[config.mk]
export PLATFORM = sky130hd
export DESIGN_NAME = pwm_center_align_concat
export DESIGN_NICKNAME = d
export VERILOG_FILES = /design/src/rtl/pwm_step.v /design/src/rtl/pwm_shutdown_flag.v /design/src/rtl/pwm_center_align_concat.v
export VERILOG_INCLUDE_DIRS = /design/src /design/src/rtl
export SDC_FILE = /design/constraint.sdc
export NUM_CORES = 1
export LEC_CHECK = 0
export BUFFER_PORTS_ARGS = -buffer_cell sky130_fd_sc_hd__clkbuf_2
export CAP_MARGIN = 0
export CORE_ASPECT_RATIO = 1.2
export CORE_UTILIZATION = 50
export DETAILED_ROUTE_END_ITERATION = 12
export HOLD_SLACK_MARGIN = 0.08
export PLACE_DENSITY = 0.76
export SLEW_MARGIN = 20
export SYNTH_ARGS = -nofsm -noshare
export SYNTH_HDL_FRONTEND = slang
export SYNTH_SLANG_ARGS = --single-unit
[constraint.sdc]
create_clock -name core_clk -period 4.85 [get_ports core_clk]
set_input_delay 0.7275 -clock core_clk [delete_from_list [all_inputs] [get_ports core_clk]]
set_output_delay 0.7275 -clock core_clk [all_outputs]
set_load 0.02 [all_outputs]
[src/rtl/pwm_center_regs.vh]
// constants for the paired center-aligned pwm block
`ifndef PWM_CENTER_REGS_VH
`define PWM_CENTER_REGS_VH

// channel and pair counts
`define PWM_NUM_CH        6
`define PWM_NUM_PAIR      3
`define PWM_BYTE_W        8
`define PWM_WIDE_W        16

// pairing control bit positions
`define PWM_PAIR01_BIT    0
`define PWM_PAIR23_BIT    1
`define PWM_PAIR45_BIT    2

// channel that carries the shutdown input
`define PWM_SDN_CH        5

// reset values
`define PWM_RST_CNT       8'h00
`define PWM_RST_PER       8'h00
`define PWM_RST_DTY       8'h00
`define PWM_RST_DIR_UP    1'b1
`define PWM_RST_WAVE      1'b1
`define PWM_RST_PIN       1'b0
`define PWM_RST_RUN       1'b0

// 16-bit and 8-bit constants
`define PWM_ZERO16        16'h0000
`define PWM_ONE16         16'h0001
`define PWM_ZERO8         8'h00

`endif

[src/rtl/pwm_step.v]
// next-state logic of one counter, 8-bit or paired 16-bit
`timescale 1ns/10ps
`default_nettype none
`include "pwm_center_regs.vh"

module pwm_step (
    // timing
    input  wire        tick,
    input  wire        run,
    input  wire        center,
    // compare values and state
    input  wire [15:0] per,
    input  wire [15:0] dty,
    input  wire [15:0] cnt,
    input  wire        dirUp,
    input  wire        wave,
    // next state
    output reg  [15:0] nxtCnt,
    output reg         nxtDirUp,
    output reg         nxtWave,
    output reg         reload
);

    wire [15:0] incCnt = cnt + `PWM_ONE16;
    wire [15:0] decCnt = cnt - `PWM_ONE16;
    wire [15:0] perM1  = per - `PWM_ONE16;

    always @* begin
        nxtCnt   = cnt;
        nxtDirUp = dirUp;
        nxtWave  = wave;
        reload   = 1'b0;
        if (tick && run) begin
            if (per == `PWM_ZERO16) begin
                nxtCnt   = `PWM_ZERO16;
                nxtDirUp = 1'b1;
            end else if (!center) begin
                if (cnt >= perM1) begin
                    nxtCnt  = `PWM_ZERO16;
                    nxtWave = 1'b1;
                    reload  = 1'b1;
                end else begin
                    nxtCnt = incCnt;
                    if (incCnt == dty)
                        nxtWave = ~wave;
                end
            end else if (dirUp || cnt == `PWM_ZERO16) begin
                nxtDirUp = 1'b1;
                if (cnt >= per) begin
                    nxtCnt   = decCnt;
                    nxtDirUp = 1'b0;
                    if (decCnt == dty)
                        nxtWave = ~wave;
                    // period of one turns straight onto zero
                    if (decCnt == `PWM_ZERO16) begin
                        nxtDirUp = 1'b1;
                        nxtWave  = 1'b1;
                        reload   = 1'b1;
                    end
                end else begin
                    nxtCnt = incCnt;
                    if (incCnt == dty)
                        nxtWave = ~wave;
                end
            end else begin
                nxtCnt = decCnt;
                if (decCnt == dty)
                    nxtWave = ~wave;
                if (decCnt == `PWM_ZERO16) begin
                    nxtDirUp = 1'b1;
                    nxtWave  = 1'b1;
                    reload   = 1'b1;
                end
            end
        end
    end

endmodule // pwm_step
`default_nettype wire

[src/rtl/pwm_shutdown_flag.v]
// emergency shutdown interrupt flag and request
`timescale 1ns/10ps
`default_nettype none
`include "pwm_center_regs.vh"

module pwm_shutdown_flag (
    // clock and reset
    input  wire core_clk,
    input  wire sys_rst,
    // controls
    input  wire shutdownInputEnable,
    input  wire shutdownModeEnable,
    input  wire shutdownActiveLevel,
    input  wire shutdownIrqEnable,
    input  wire shutdownFlagClear,
    // channel 5 pin level
    input  wire sdnPinLevel,
    // status
    output reg  shutdownIrqFlag,
    output reg  shutdownIrq
);

    reg  pinPrev_ff;
    reg  modePrev_ff;
    wire pinChange = shutdownInputEnable & (pinPrev_ff ^ sdnPinLevel);
    wire modeRise  = shutdownModeEnable & ~modePrev_ff &
                     (sdnPinLevel == shutdownActiveLevel);
    wire setEvt    = pinChange | modeRise;

    always @(posedge core_clk) begin
        if (sys_rst) begin
            // primed with the live pin: no false edge on release
            pinPrev_ff      <= sdnPinLevel;
            modePrev_ff     <= 1'b0;
            shutdownIrqFlag <= 1'b0;
            shutdownIrq     <= 1'b0;
        end else begin
            pinPrev_ff  <= sdnPinLevel;
            modePrev_ff <= shutdownModeEnable;
            if (setEvt)
                shutdownIrqFlag <= 1'b1;
            else if (shutdownFlagClear)
                shutdownIrqFlag <= 1'b0;
            shutdownIrq <= shutdownIrqEnable &
                           (shutdownIrqFlag | setEvt) &
                           ~(shutdownFlagClear & ~setEvt);
        end
    end

endmodule // pwm_shutdown_flag
`default_nettype wire

[src/rtl/pwm_center_align_concat.v]
// six-channel pwm with center alignment and 16-bit pairing
`timescale 1ns/10ps
`default_nettype none
`include "pwm_center_regs.vh"

module pwm_center_align_concat (
    // clock and reset
    input  wire        core_clk,
    input  wire        sys_rst,
    // prescaled clock ticks, one-cycle pulses
    input  wire        tickSrcA,
    input  wire        tickSrcB,
    // per-channel controls, bit n is channel n
    input  wire [5:0]  channel_enable,
    input  wire [5:0]  channel_polarity,
    input  wire [5:0]  channel_clock_sel,
    input  wire [5:0]  center_align_sel,
    // pairing control
    input  wire        pair_ch0_ch1,
    input  wire        pair_ch2_ch3,
    input  wire        pair_ch4_ch5,
    // register writes
    input  wire [7:0]  wrData,
    input  wire [5:0]  periodWr,
    input  wire [5:0]  dutyWr,
    input  wire [5:0]  counterWr,
    // shutdown controls
    input  wire        shutdown_input_enable,
    input  wire        shutdown_mode_enable,
    input  wire        shutdownActiveLevel,
    input  wire        shutdown_irq_enable,
    input  wire        shutdownFlagClear,
    input  wire        sdnPinLevel,
    // outputs
    output wire [5:0]  channel_output_pin,
    output wire [47:0] channel_counter,
    output wire [5:0]  channelDirUp,
    output wire        shutdown_irq_flag,
    output wire        shutdownIrq
);

    // channel state
    reg  [7:0] cnt_ff    [0:5];
    reg  [7:0] perAct_ff [0:5];
    reg  [7:0] dtyAct_ff [0:5];
    reg  [7:0] perBuf_ff [0:5];
    reg  [7:0] dtyBuf_ff [0:5];
    reg  [5:0] dirUp_ff;
    reg  [5:0] wave_ff;
    reg  [5:0] pin_ff;
    reg  [5:0] run_ff;
    wire [2:0] pairCtl;

    assign pairCtl[`PWM_PAIR01_BIT] = pair_ch0_ch1;
    assign pairCtl[`PWM_PAIR23_BIT] = pair_ch2_ch3;
    assign pairCtl[`PWM_PAIR45_BIT] = pair_ch4_ch5;

    assign channel_output_pin = pin_ff;
    assign channelDirUp       = dirUp_ff;

    // level from polarity and wave; boundary cases
    function pinLevel;
        input        pol;
        input [15:0] per;
        input [15:0] dty;
        input        wave;
        begin
            if (per == `PWM_ZERO16)
                pinLevel = pol;
            else if (dty == `PWM_ZERO16)
                pinLevel = ~pol;
            else if (dty >= per)
                pinLevel = pol;
            else
                pinLevel = pol ? wave : ~wave;
        end
    endfunction

    genvar p;
    generate
        for (p = 0; p < `PWM_NUM_PAIR; p = p + 1) begin : g_pair
            localparam HI = 2 * p;
            localparam LO = 2 * p + 1;

            wire paired = pairCtl[p];

            // both bytes leave the same flops at once
            assign channel_counter[8*HI +: 8] = cnt_ff[HI];
            assign channel_counter[8*LO +: 8] = cnt_ff[LO];

            wire runLo  = run_ff[LO];
            wire runHi  = run_ff[HI] & ~paired;
            wire liveHi = paired ? run_ff[LO] : run_ff[HI];

            wire tickLo = channel_clock_sel[LO] ? tickSrcB : tickSrcA;
            wire tickHi = channel_clock_sel[HI] ? tickSrcB : tickSrcA;

            // lower-numbered channel gives high bytes; wide view
            wire [7:0]  hiCnt = paired ? cnt_ff[HI] : `PWM_ZERO8;
            wire [7:0]  hiPer = paired ? perAct_ff[HI] : `PWM_ZERO8;
            wire [7:0]  hiDty = paired ? dtyAct_ff[HI] : `PWM_ZERO8;
            wire [15:0] cntLo = {hiCnt, cnt_ff[LO]};
            wire [15:0] perLo = {hiPer, perAct_ff[LO]};
            wire [15:0] dtyLo = {hiDty, dtyAct_ff[LO]};
            wire [15:0] cntHi = {`PWM_ZERO8, cnt_ff[HI]};
            wire [15:0] perHi = {`PWM_ZERO8, perAct_ff[HI]};
            wire [15:0] dtyHi = {`PWM_ZERO8, dtyAct_ff[HI]};

            wire [15:0] nxtCntLo;
            wire [15:0] nxtCntHi;
            wire        nxtDirLo;
            wire        nxtDirHi;
            wire        nxtWaveLo;
            wire        nxtWaveHi;
            wire        reloadLo;
            wire        reloadHi;

            // low-order alignment bit selects the mode
            pwm_step u_step_lo (
                .tick     (tickLo),
                .run      (runLo),
                .center   (center_align_sel[LO]),
                .per      (perLo),
                .dty      (dtyLo),
                .cnt      (cntLo),
                .dirUp    (dirUp_ff[LO]),
                .wave     (wave_ff[LO]),
                .nxtCnt   (nxtCntLo),
                .nxtDirUp (nxtDirLo),
                .nxtWave  (nxtWaveLo),
                .reload   (reloadLo)
            );

            pwm_step u_step_hi (
                .tick     (tickHi),
                .run      (runHi),
                .center   (center_align_sel[HI]),
                .per      (perHi),
                .dty      (dtyHi),
                .cnt      (cntHi),
                .dirUp    (dirUp_ff[HI]),
                .wave     (wave_ff[HI]),
                .nxtCnt   (nxtCntHi),
                .nxtDirUp (nxtDirHi),
                .nxtWave  (nxtWaveHi),
                .reload   (reloadHi)
            );

            // a write to either byte clears the pair
            wire clrLo = counterWr[LO] | (paired & counterWr[HI]);
            wire clrHi = counterWr[HI] & ~paired;

            always @(posedge core_clk) begin
                if (sys_rst) begin
                    // up out of reset; all stopped
                    cnt_ff[LO]    <= `PWM_RST_CNT;
                    cnt_ff[HI]    <= `PWM_RST_CNT;
                    perAct_ff[LO] <= `PWM_RST_PER;
                    perAct_ff[HI] <= `PWM_RST_PER;
                    dtyAct_ff[LO] <= `PWM_RST_DTY;
                    dtyAct_ff[HI] <= `PWM_RST_DTY;
                    perBuf_ff[LO] <= `PWM_RST_PER;
                    perBuf_ff[HI] <= `PWM_RST_PER;
                    dtyBuf_ff[LO] <= `PWM_RST_DTY;
                    dtyBuf_ff[HI] <= `PWM_RST_DTY;
                    dirUp_ff[LO]  <= `PWM_RST_DIR_UP;
                    dirUp_ff[HI]  <= `PWM_RST_DIR_UP;
                    wave_ff[LO]   <= `PWM_RST_WAVE;
                    wave_ff[HI]   <= `PWM_RST_WAVE;
                    pin_ff[LO]    <= `PWM_RST_PIN;
                    pin_ff[HI]    <= `PWM_RST_PIN;
                    run_ff[LO]    <= `PWM_RST_RUN;
                    run_ff[HI]    <= `PWM_RST_RUN;
                end else begin
                    // enable takes effect one cycle later, on a clean edge
                    run_ff[LO] <= channel_enable[LO];
                    run_ff[HI] <= channel_enable[HI];

                    // low-order engine, whole pair when joined
                    if (clrLo) begin
                        cnt_ff[LO]    <= `PWM_ZERO8;
                        dirUp_ff[LO]  <= 1'b1;
                        wave_ff[LO]   <= 1'b1;
                        perAct_ff[LO] <= perBuf_ff[LO];
                        dtyAct_ff[LO] <= dtyBuf_ff[LO];
                        if (paired) begin
                            cnt_ff[HI]    <= `PWM_ZERO8;
                            perAct_ff[HI] <= perBuf_ff[HI];
                            dtyAct_ff[HI] <= dtyBuf_ff[HI];
                        end
                    end else begin
                        cnt_ff[LO]   <= nxtCntLo[7:0];
                        dirUp_ff[LO] <= nxtDirLo;
                        wave_ff[LO]  <= nxtWaveLo;
                        if (paired)
                            cnt_ff[HI] <= nxtCntLo[15:8];
                        // reload at end of the effective period
                        if (reloadLo) begin
                            perAct_ff[LO] <= perBuf_ff[LO];
                            dtyAct_ff[LO] <= dtyBuf_ff[LO];
                            if (paired) begin
                                perAct_ff[HI] <= perBuf_ff[HI];
                                dtyAct_ff[HI] <= dtyBuf_ff[HI];
                            end
                        end
                    end

                    // high-order engine, only while unpaired
                    if (clrHi) begin
                        cnt_ff[HI]    <= `PWM_ZERO8;
                        dirUp_ff[HI]  <= 1'b1;
                        wave_ff[HI]   <= 1'b1;
                        perAct_ff[HI] <= perBuf_ff[HI];
                        dtyAct_ff[HI] <= dtyBuf_ff[HI];
                    end else if (!paired) begin
                        cnt_ff[HI]   <= nxtCntHi[7:0];
                        dirUp_ff[HI] <= nxtDirHi;
                        wave_ff[HI]  <= nxtWaveHi;
                        if (reloadHi) begin
                            perAct_ff[HI] <= perBuf_ff[HI];
                            dtyAct_ff[HI] <= dtyBuf_ff[HI];
                        end
                    end else begin
                        // parked while paired, so unpairing resumes upward
                        dirUp_ff[HI] <= `PWM_RST_DIR_UP;
                        wave_ff[HI]  <= `PWM_RST_WAVE;
                    end

                    // buffered writes; last so a stopped channel
                    // sees the new value at once
                    if (periodWr[LO]) begin
                        perBuf_ff[LO] <= wrData;
                        if (!run_ff[LO])
                            perAct_ff[LO] <= wrData;
                    end
                    if (dutyWr[LO]) begin
                        dtyBuf_ff[LO] <= wrData;
                        if (!run_ff[LO])
                            dtyAct_ff[LO] <= wrData;
                    end
                    if (periodWr[HI]) begin
                        perBuf_ff[HI] <= wrData;
                        if (!liveHi)
                            perAct_ff[HI] <= wrData;
                    end
                    if (dutyWr[HI]) begin
                        dtyBuf_ff[HI] <= wrData;
                        if (!liveHi)
                            dtyAct_ff[HI] <= wrData;
                    end

                    // pair drives the low-order pin with its polarity
                    if (runLo)
                        pin_ff[LO] <= pinLevel(channel_polarity[LO],
                                               perLo, dtyLo, wave_ff[LO]);
                    else
                        pin_ff[LO] <= `PWM_RST_PIN;
                    // high-order output held off while paired
                    if (runHi)
                        pin_ff[HI] <= pinLevel(channel_polarity[HI],
                                               perHi, dtyHi, wave_ff[HI]);
                    else
                        pin_ff[HI] <= `PWM_RST_PIN;
                end
            end
        end
    endgenerate

    pwm_shutdown_flag u_shutdown (
        .core_clk            (core_clk),
        .sys_rst             (sys_rst),
        .shutdownInputEnable (shutdown_input_enable),
        .shutdownModeEnable  (shutdown_mode_enable),
        .shutdownActiveLevel (shutdownActiveLevel),
        .shutdownIrqEnable   (shutdown_irq_enable),
        .shutdownFlagClear   (shutdownFlagClear),
        .sdnPinLevel         (sdnPinLevel),
        .shutdownIrqFlag     (shutdown_irq_flag),
        .shutdownIrq         (shutdownIrq)
    );

endmodule // pwm_center_align_concat
`default_nettype wire

# Yosys cells after proc, flatten, opt, wreduce, memory -nomap -nowiden
# Memory sizes are Yosys's and may differ from the RTL's.
# Cells that the tools add are included.
[totals] ff_bits=28 latch_bits=0 ramBits=240 rom_bits=0 inputBits=63 out_inout_bits=62 word_cells=732 n_memories=5
[memory_table] name="cnt_ff" depth=6 width=8 read_ports=6 rd_ports_with_merged_regs=0 write_ports=6 line_no="pwm_center_align_concat.v:43" source="reg [7:0] cnt_ff [0:5];"
[memory_table] name="dtyAct_ff" depth=6 width=8 read_ports=6 rd_ports_with_merged_regs=0 write_ports=6 line_no="pwm_center_align_concat.v:45" source="reg [7:0] dtyAct_ff [0:5];"
[memory_table] name="dtyBuf_ff" depth=6 width=8 read_ports=6 rd_ports_with_merged_regs=0 write_ports=6 line_no="pwm_center_align_concat.v:47" source="reg [7:0] dtyBuf_ff [0:5];"
[memory_table] name="perAct_ff" depth=6 width=8 read_ports=6 rd_ports_with_merged_regs=0 write_ports=6 line_no="pwm_center_align_concat.v:44" source="reg [7:0] perAct_ff [0:5];"
[memory_table] name="perBuf_ff" depth=6 width=8 read_ports=6 rd_ports_with_merged_regs=0 write_ports=6 line_no="pwm_center_align_concat.v:46" source="reg [7:0] perBuf_ff [0:5];"
[op_classes] add_sub_neg=18 multipliers=0 div=0 n_lt_le_gt_ge=18 n_eq_ne=13 shift=0 mux=451 bitwise=129 n_reduce_logical=73
[ops] op="$mux 8" n=105
[ops] op="$logic_not 16->1" n=24
[ops] op="$mux 1" n=328
[ops] op="$mux 16" n=18
[ops] op="$ge 16x16->1" n=9
[ops] op="$eq 16x16->1" n=6
[ops] op="$sub 16x1->16 const B" n=6
[ops] op="$or 1x1->1" n=83
[ops] op="$sub 8x1->9 const B" n=6
[ops] op="$add 16x1->16 const B" n=3
[ops] op="$eq 16x8->1" n=3
[ops] op="$ge 8x16->1" n=3
[ops] op="$ge 8x8->1" n=6
[ops] op="$not 1->1" n=30
[ops] op="$add 8x1->9 const B" n=3
[ops] op="$eq 9x8->1" n=3
[ops] op="$reduce_and 3->1" n=6
[ops] op="$reduce_bool 3->1" n=6
[ops] op="$reduce_or 2->1" n=9
[ops] op="$and 1x1->1" n=15
[ops] op="$reduce_bool 2->1" n=7
[ops] op="$reduce_and 2->1" n=6
[ops] op="$reduce_or 3->1" n=3
[ops] op="$logic_and 1x1->1" n=6
[ops] op="3 further kinds" n=8

# Longest topological paths before layout
# Gate-level depths: netlist of the first run.
# An unclocked memory read counts as a cell.
[logic_depth] depth_word=18 mapped_depth=20 mapped_depth_nobuf=16

# By module
# From an unflattened synthesis of the first run, not the netlist that was laid out.
[hier_totals] cells_unflattened=3741 hier_area_um2=30778.3
[modules_own_cells] module="pwm_center_align_concat" instances=1 cells_per_inst=1198 area_each_um2=13510.5 seq_area_each_um2=7687.4
[modules_own_cells] module="pwm_step at g_pair[0].u_step_hi ..." instances=3 cells_per_inst=398 area_each_um2=2695.1 seq_area_each_um2=0.0
[modules_own_cells] module="pwm_step at g_pair[2].u_step_lo" instances=1 cells_per_inst=464 area_each_um2=3074.2 seq_area_each_um2=0.0
[modules_own_cells] module="pwm_step at g_pair[2].u_step_hi" instances=1 cells_per_inst=440 area_each_um2=3065.4 seq_area_each_um2=0.0
[modules_own_cells] module="pwm_step at g_pair[1].u_step_lo" instances=1 cells_per_inst=433 area_each_um2=2907.8 seq_area_each_um2=0.0
[modules_own_cells] module="pwm_shutdown_flag" instances=1 cells_per_inst=12 area_each_um2=135.1 seq_area_each_um2=80.1

# Worst setup path after synthesis of the first run
# Ideal clock, no wire load.
[synth_path] path_type="in2reg" start="input port pair_ch2_ch3" end="memory dtyAct_ff[2][0], enable pin" setup_ns=0.306 t_arrival_ns=4.818 required_time_ns=4.544 setup_slack_ns=-0.274 cell_stages=17 n_path_buf=5 cell_sequence="buf_2 > buf_1 > clkbuf_1 > clkbuf_1 > clkbuf_1 > nand2_1 > nor3b_1 > xor2_1 > ha_1 > a211oi_1 > o221a_2 > o21ai_0 > a221oi_1 > nor2_1 > a21oi_4 > o31ai_4 > or4_1"
[synth_rtl] element="from (decl)" line_no="pwm_center_align_concat.v:20" source="input wire pair_ch2_ch3,"
[synth_rtl] element="to (decl)" line_no="pwm_center_align_concat.v:45"

==> metrics, run 1 <==
status finished, final reports clean; max-slew violations 0; Core Area 50200 µm²; reg-to-reg slack, setup 330 ps; worst reg2reg path startpoint perAct_ff[3][0]$_DFFE_PP_; Hold Startpoint sdnPinLevel; vias in the first global route ~23000; asr flop ratio synth 0%; standby leakage power 0.0114 µW; Final Hold Fails 0; post-route cell area 27800 µm²; Synth top cells by count nand2_1, edfxtp_1, ha_1, nor2_1, o21ai_0; DPL Wire Length 63100 µm; # clock sinks 268; Layout Nets 3343; Hold Crit Depth 1; complex-gate fraction of the synthesized area around 17%; final setup fails 0; Rows 90; Worst EP required 5180 ps; root cell of the clock tree clkbuf_16; Post-DP Area 26700 µm²; top cell type's share of synthesized area between 20% and 30%; clk buf depth 3; fin util between 50% and 60%; clock latency on the worst-skew pair 600 ps; Worst EP arrival 4850 ps; RD Place Congestion 1.02; Yosys cell types 100; CTS buffer count 30; IO Pins roughly 130; simple-gate share of the synthesized area 25.1%; Mapped Area 25400 µm²; first-pass GRT wire length 129000 µm; Final Skew 16.5 ps; Reg-to-Reg End dtyAct_ff[2][7]$_DFFE_PP_; power density over the cells 299 nW/µm²; initial antenna violation count 10; global-route usage over all layers between 30% and 40%; Setup TNS 0 ps; Synth area leader edfxtp_1; main combinational cell family by area after synthesis simple AND/OR/NAND/NOR gates; top-count cell post-synth nand2_1; die width 208 µm; Die Span Y roughly 250 µm; hold crit path type in -> reg; average cell area after synthesis 8.50 µm²; Mapped Cells 2985; share of post-route cells with drive strength above 1 between 10% and 20%; met1 WL 33300 µm; via-per-instance ratio 6.30; wirelength, routed 82900 µm; Max Clk Rate 221 MHz; RSZ-0062 raised after global routing no; Post-DRT Antenna Nets 0; Slew @ Worst Pin around 1000 ps; Rel. slew slack between 30% and 40%; Area Growth Syn to Fin 9.36%; prevailing post-synth register cell edfxtp_1; syn nets 3282; CTS tree yes; crit path kind reg -> reg; H-tree depth 1; Layout Cells excl Fill 3716; Hold Slack ~280 ps; initial DRC count 2165; register area share after synthesis 30.6%; top sig layer met5; hold_buf cts 0; CP startpoint kind register; gr ovfl total 0; Worst VDD drop 0.000285 V; routed wl met2 around 39000 µm; EDFF count, synth 240; endpoint type of the worst setup path register; Syn. warnings 0; WL met3 6160 µm; Seq cells post-synth 268; Post-Synth XOR/XNOR Area ~8.6%; PortBufs 124; reg2reg path depth 15; Starting Density between 50% and 60%; hold endpoint u_shutdown.pinPrev_ff$_DFF_P_; Clk pin slew, worst setup/hold paths 60 ps; Maximum Capacitance Violations 0; worst-path fanout max 8; min cycle time layout between 4000 and 5000 ps; drt drc 0; mux contribution to synthesized area 1.97%; post-synthesis adder-cell area fraction 11.5%; Avg WL per Cell 22.3 µm; detailed-router iteration count before antenna repair 8; Die ar. 51700 µm²; Synth area leaders edfxtp_1, ha_1, xnor2_1; largest net degree at the start of global routing 56; Final period util 93.2%; vias 23400; Placed Cells 3658
-- worst max-delay path: stages, from the launching register on --
cell      delay [ps]
edfxtp_1         450
nor3_1           330
and3_1           250
nand3_1          150
nor3b_2          430
nand3_1          140
a32oi_1          230
ha_1             280
a21o_1           180
a21oi_1          200
o21ai_0          150
a221oi_2         420
nor2_1           120
a21oi_4          170
o31ai_4          130
or4_4            630
-- cells by family (layout without fill, tap and decap cells) --
logic type | after synthesis | in the layout
AO/OA/AOI/OAI | 644 | 644
XOR/XNOR | 245 | 245
adder cells (fa/ha/maj) | 234 | 234
buffers and inverters | 315 | 399
flip-flops | 268 | 268
multiplexers | 48 | 48
other | 0 | 3
AND/OR/NAND/NOR | 1231 | 1231
-- sequential cells by signal (all words and copies together), names as in the netlist --
| register | cells |
|---|---|
| perAct_ff | 48 |
| channel_output_pin | 6 |
| dtyAct_ff | 48 |
| channelDirUp | 6 |
| perBuf_ff | 48 |
| g_pair.runLo | 3 |
| run_ff | 3 |
| u_shutdown.shutdownIrqFlag | 1 |
| u_shutdown.shutdownIrq | 1 |
| u_shutdown.pinPrev_ff | 1 |
| cnt_ff | 48 |
| dtyBuf_ff | 48 |
| wave_ff | 6 |
| u_shutdown.modePrev_ff | 1 |
-- where the power goes --
group / switching (µW) / internal [µW]
registers: 293 / 2730
clock network: 1030 / 1420
logic: 1700 / 1110
total: 3030 / 5270
-- cells in the final DEF (no fill, tap or decap), types with 124 or more instances in the layout --
cell type	count
o21ai_0	170
nor2_1	218
xnor2_1	155
and2_1	135
ha_1	234
edfxtp_1	240
inv_1	137
a21oi_1	131
nand2_1	339
clkbuf_2	124
-- layer usage --
metal	vias to the layer above	GRT usage, %
met4	10	17.0
met1	11100	39.0
met5	-	0
met2	1059	52.5
li1	11000	-
met3	273	4.88
-- worst max path at each step --
stage                               endpoint                          start  depth (start not counted)
2_1_floorplan      dtyAct_ff[4][0]$_DFFE_PP_                   pair_ch4_ch5                         19
3_3_place_gp       dtyAct_ff[4][1]$_DFFE_PP_  perAct_ff[5][2]$_SDFFCE_PN0P_                         17
3_5_place_dp       perAct_ff[0][2]$_DFFE_PP_                   pair_ch0_ch1                         13
4_1_cts            dtyAct_ff[4][1]$_DFFE_PP_  perAct_ff[5][2]$_SDFFCE_PN0P_                         17
5_1_grt        perAct_ff[5][3]$_SDFFCE_PN0P_  perAct_ff[5][2]$_SDFFCE_PN0P_                         17
6_report           dtyAct_ff[2][7]$_DFFE_PP_      perAct_ff[3][0]$_DFFE_PP_                         15
-- cell type report --
cell class / instances / area [µm²]
Fill cell: 4622 / 22500
Multi-Input combinational cell: 2402 / 16400
Sequential cell: 268 / 7770
Timing Repair Buffer: 204 / 1230
Tap cell: 644 / 806
Clock buffer: 33 / 762
Inverter: 140 / 526
Clock inverter: 22 / 295
Antenna cell: 3 / 7.51
-- per-stage QoR --
step           total power, µW  worst slack, ps
3_5_place_dp              5810              333
2_1_floorplan             4960             13.4
6_report                  8290              330
3_3_place_gp              5740              371
4_1_cts                   8260              354
5_1_grt                   8700             47.1
-- what timing repair did --
| action | CTS | global route |
|---|---|---|
| buffers inserted | 0 | 0 |
| setup endpoints to repair | 0 | 16 |
| gates resized for setup | 0 | 2 |
Note: power is estimated with default switching activity, not from simulation.
==> inputs of run 2 (changes only) <==
CELL_PAD_IN_SITES_DETAIL_PLACEMENT = 1   (was default)
CELL_PAD_IN_SITES_GLOBAL_PLACEMENT = 1   (was default)
CORE_UTILIZATION = 44   (was 50)
PLACE_DENSITY = 0.84   (was 0.76)
==> run 2 against run 1 <==
  * Total power grew 1.2%
  * Fmax grew 0.23%
  * Cell count grew 2.6%
  * Die area grew 14%
  * First-iteration DRC count shrank 11%
  * Critical endpoint is now dtyAct_ff[3][4]$_DFFE_PP_
  * Largest cell class unchanged
==> metrics, run 2 (synthesis gave the netlist of run 1 again) <==
global-route usage over all layers 31.4% (-0.044 points); DPL Wire Length 71500 µm (+13%); hold crit path type in -> reg; Final Skew 36.3 ps (+19.8 ps); via-per-instance ratio 6.33 (+0.59%); Final period util 93.0% (-0.21 points); clk buf depth 3 (unchanged); endpoint type of the worst setup path register; Post-DRT Antenna Nets 0 (unchanged); CTS buffer count 31 (+3.3%); wirelength, routed 94200 µm (+14%); gr ovfl total 0 (unchanged); initial antenna violation count 0 (-10); largest net degree at the start of global routing 44 (-21%); Fillers 6739 (+46%); Clk pin slew, worst setup/hold paths 60 ps (about the same); Slew @ Worst Pin 1030 ps (+26.3 ps); RSZ-0062 raised after global routing no; min cycle time layout 4510 ps (-10.2 ps); Worst EP arrival 4850 ps (about the same); RD Place Congestion 0.999 (-1.7%); root cell of the clock tree clkbuf_16; drt drc 0 (unchanged); Setup TNS 0 ps (unchanged); Rel. slew slack 30.8% (-2.1 points); final setup fails 0 (unchanged); first-pass GRT wire length 145000 µm (+13%); vias in the first global route 25200 (+9.9%); Layout Nets 3349 (+0.18%); fin util 48.9% (-6.4 points); CP startpoint kind register; H-tree depth 1 (unchanged); Maximum Capacitance Violations 0 (unchanged); Area Growth Syn to Fin 9.87%; Die ar. 58700 µm² (+14%); power density over the cells 301 nW/µm² (+0.76%); commonest non-fill, non-tap cell in the layout nand2_1; PortBufs 124 (unchanged); most frequent cells in the layout nand2_1, edfxtp_1, ha_1; crit path kind reg -> reg; Die Span Y 265 µm (+6.5%); max-slew violations 0 (unchanged); IO Pins 125 (unchanged); vias 24200 (+3.2%); Avg WL per Cell 24.7 µm (+11%); Starting Density 44.5% (-6.1 points); Worst EP required 5190 ps (about the same); status finished, final reports clean; Core Area 57100 µm² (+14%); die width 221 µm (+6.5%); initial DRC count 1920 (-11%); CTS tree yes; Rows 96 (+6.7%); worst-path fanout max 16 (+8); detailed-router iteration count before antenna repair 5 (-3); # clock sinks 268 (unchanged); clock latency on the worst-skew pair 620 ps (+20 ps); standby leakage power 0.0114 µW (about the same); Max Clk Rate 222 MHz (+0.23%); share of post-route cells with drive strength above 1 11.6% (+0.10 points); Worst VDD drop 0.000327 V (+15%); Final Hold Fails 0 (unchanged)
## run 2: cell count changes in the layout (fill, tap and decap cells not counted), moves of 2 or more
cell and change:
clkbuf_1 +3, or3_1 +2, clkbuf_8 +2, bufinv_16 -2, or3_4 -2, buf_4 +3
clkinvlp_4 +4, buf_12 +2, clkinv_4 -3
## run 2: final timing paths
path / depth (start not counted) / endpoint / start / slack [ps]
worst max-delay path: 16 / dtyAct_ff[3][4]$_DFFE_PP_ / perAct_ff[3][0]$_DFFE_PP_ / 340
worst min-delay path: 1 / u_shutdown.pinPrev_ff$_DFF_P_ / sdnPinLevel / 300
worst max register to register: 16 / dtyAct_ff[3][4]$_DFFE_PP_ / perAct_ff[3][0]$_DFFE_PP_ / 340
worst min register to register: 1 / perAct_ff[4][3]$_DFFE_PP_ / perBuf_ff[4][3]$_SDFFCE_PN0P_ / 540
## run 2: per-stage QoR
step	power (µW)	cells	instance area, µm²	setup slack (ps)	hold WS, ps
after floorplan	4960	2985	25400	13.4	464
after global placement	5780	3754	26900	470	520
after global routing	8760	3811	27900	65.0	285
after detailed placement	5930	3754	26900	373	523
after CTS	8370	3811	27900	330	276
final	8400	3814	27900	340	303
## run 2: critical path: stages, from the launching register on
cell and delay (ps):
edfxtp_1 450, nor3_1 350, and3_1 250, nand3_1 160, nor3b_2 420, nand3_1 120, a32oi_1 220, ha_1 270
a21o_1 190, a21oi_1 130, o21ai_0 130, a221oi_2 430, nor2_1 140, a21oi_4 180, nand2b_4 190, a21o_1 380
o21ai_0 190
## run 2: timing repair
item / in CTS / in global routing
buffers inserted: 0 / 0
endpoints found under the hold margin: 0 / 0
endpoints found under the setup margin: 0 / 2
hold buffers: 0 / 0
resized for setup: 0 / 1
## run 2: where the power goes
group          switching (µW)  internal, µW  leakage, µW  total [µW]
logic                    1810          1130      0.00804        2940
registers                 302          2730      0.00289        3040
clock network            1060          1370     0.000481        2420
total                    3170          5230       0.0114        8400
## run 2: routing by layer
metal | part of all wire [%] | routed length, µm | global-route usage (%) | vias to the layer above
met2 | 49 | 45800 | 55.0 | 942
met1 | 40 | 37600 | 37.6 | 11900
met3 | 5.6 | 5250 | 3.36 | 311
li1 | - | - | - | 11000
met5 | 0 | 0 | 0 | -
met4 | 5.8 | 5500 | 17.4 | 0
## run 2: cell type report
class	count	area (µm²)	share of cell area, %
Timing Repair Buffer	209	1300	4.65
Tap cell	735	920	3.30
Clock inverter	18	190	0.682
Antenna cell	3	7.51	0.0269
Clock buffer	39	826	2.96
Sequential cell	268	7770	27.9
Inverter	140	526	1.88
Multi-Input combinational cell	2402	16400	58.6
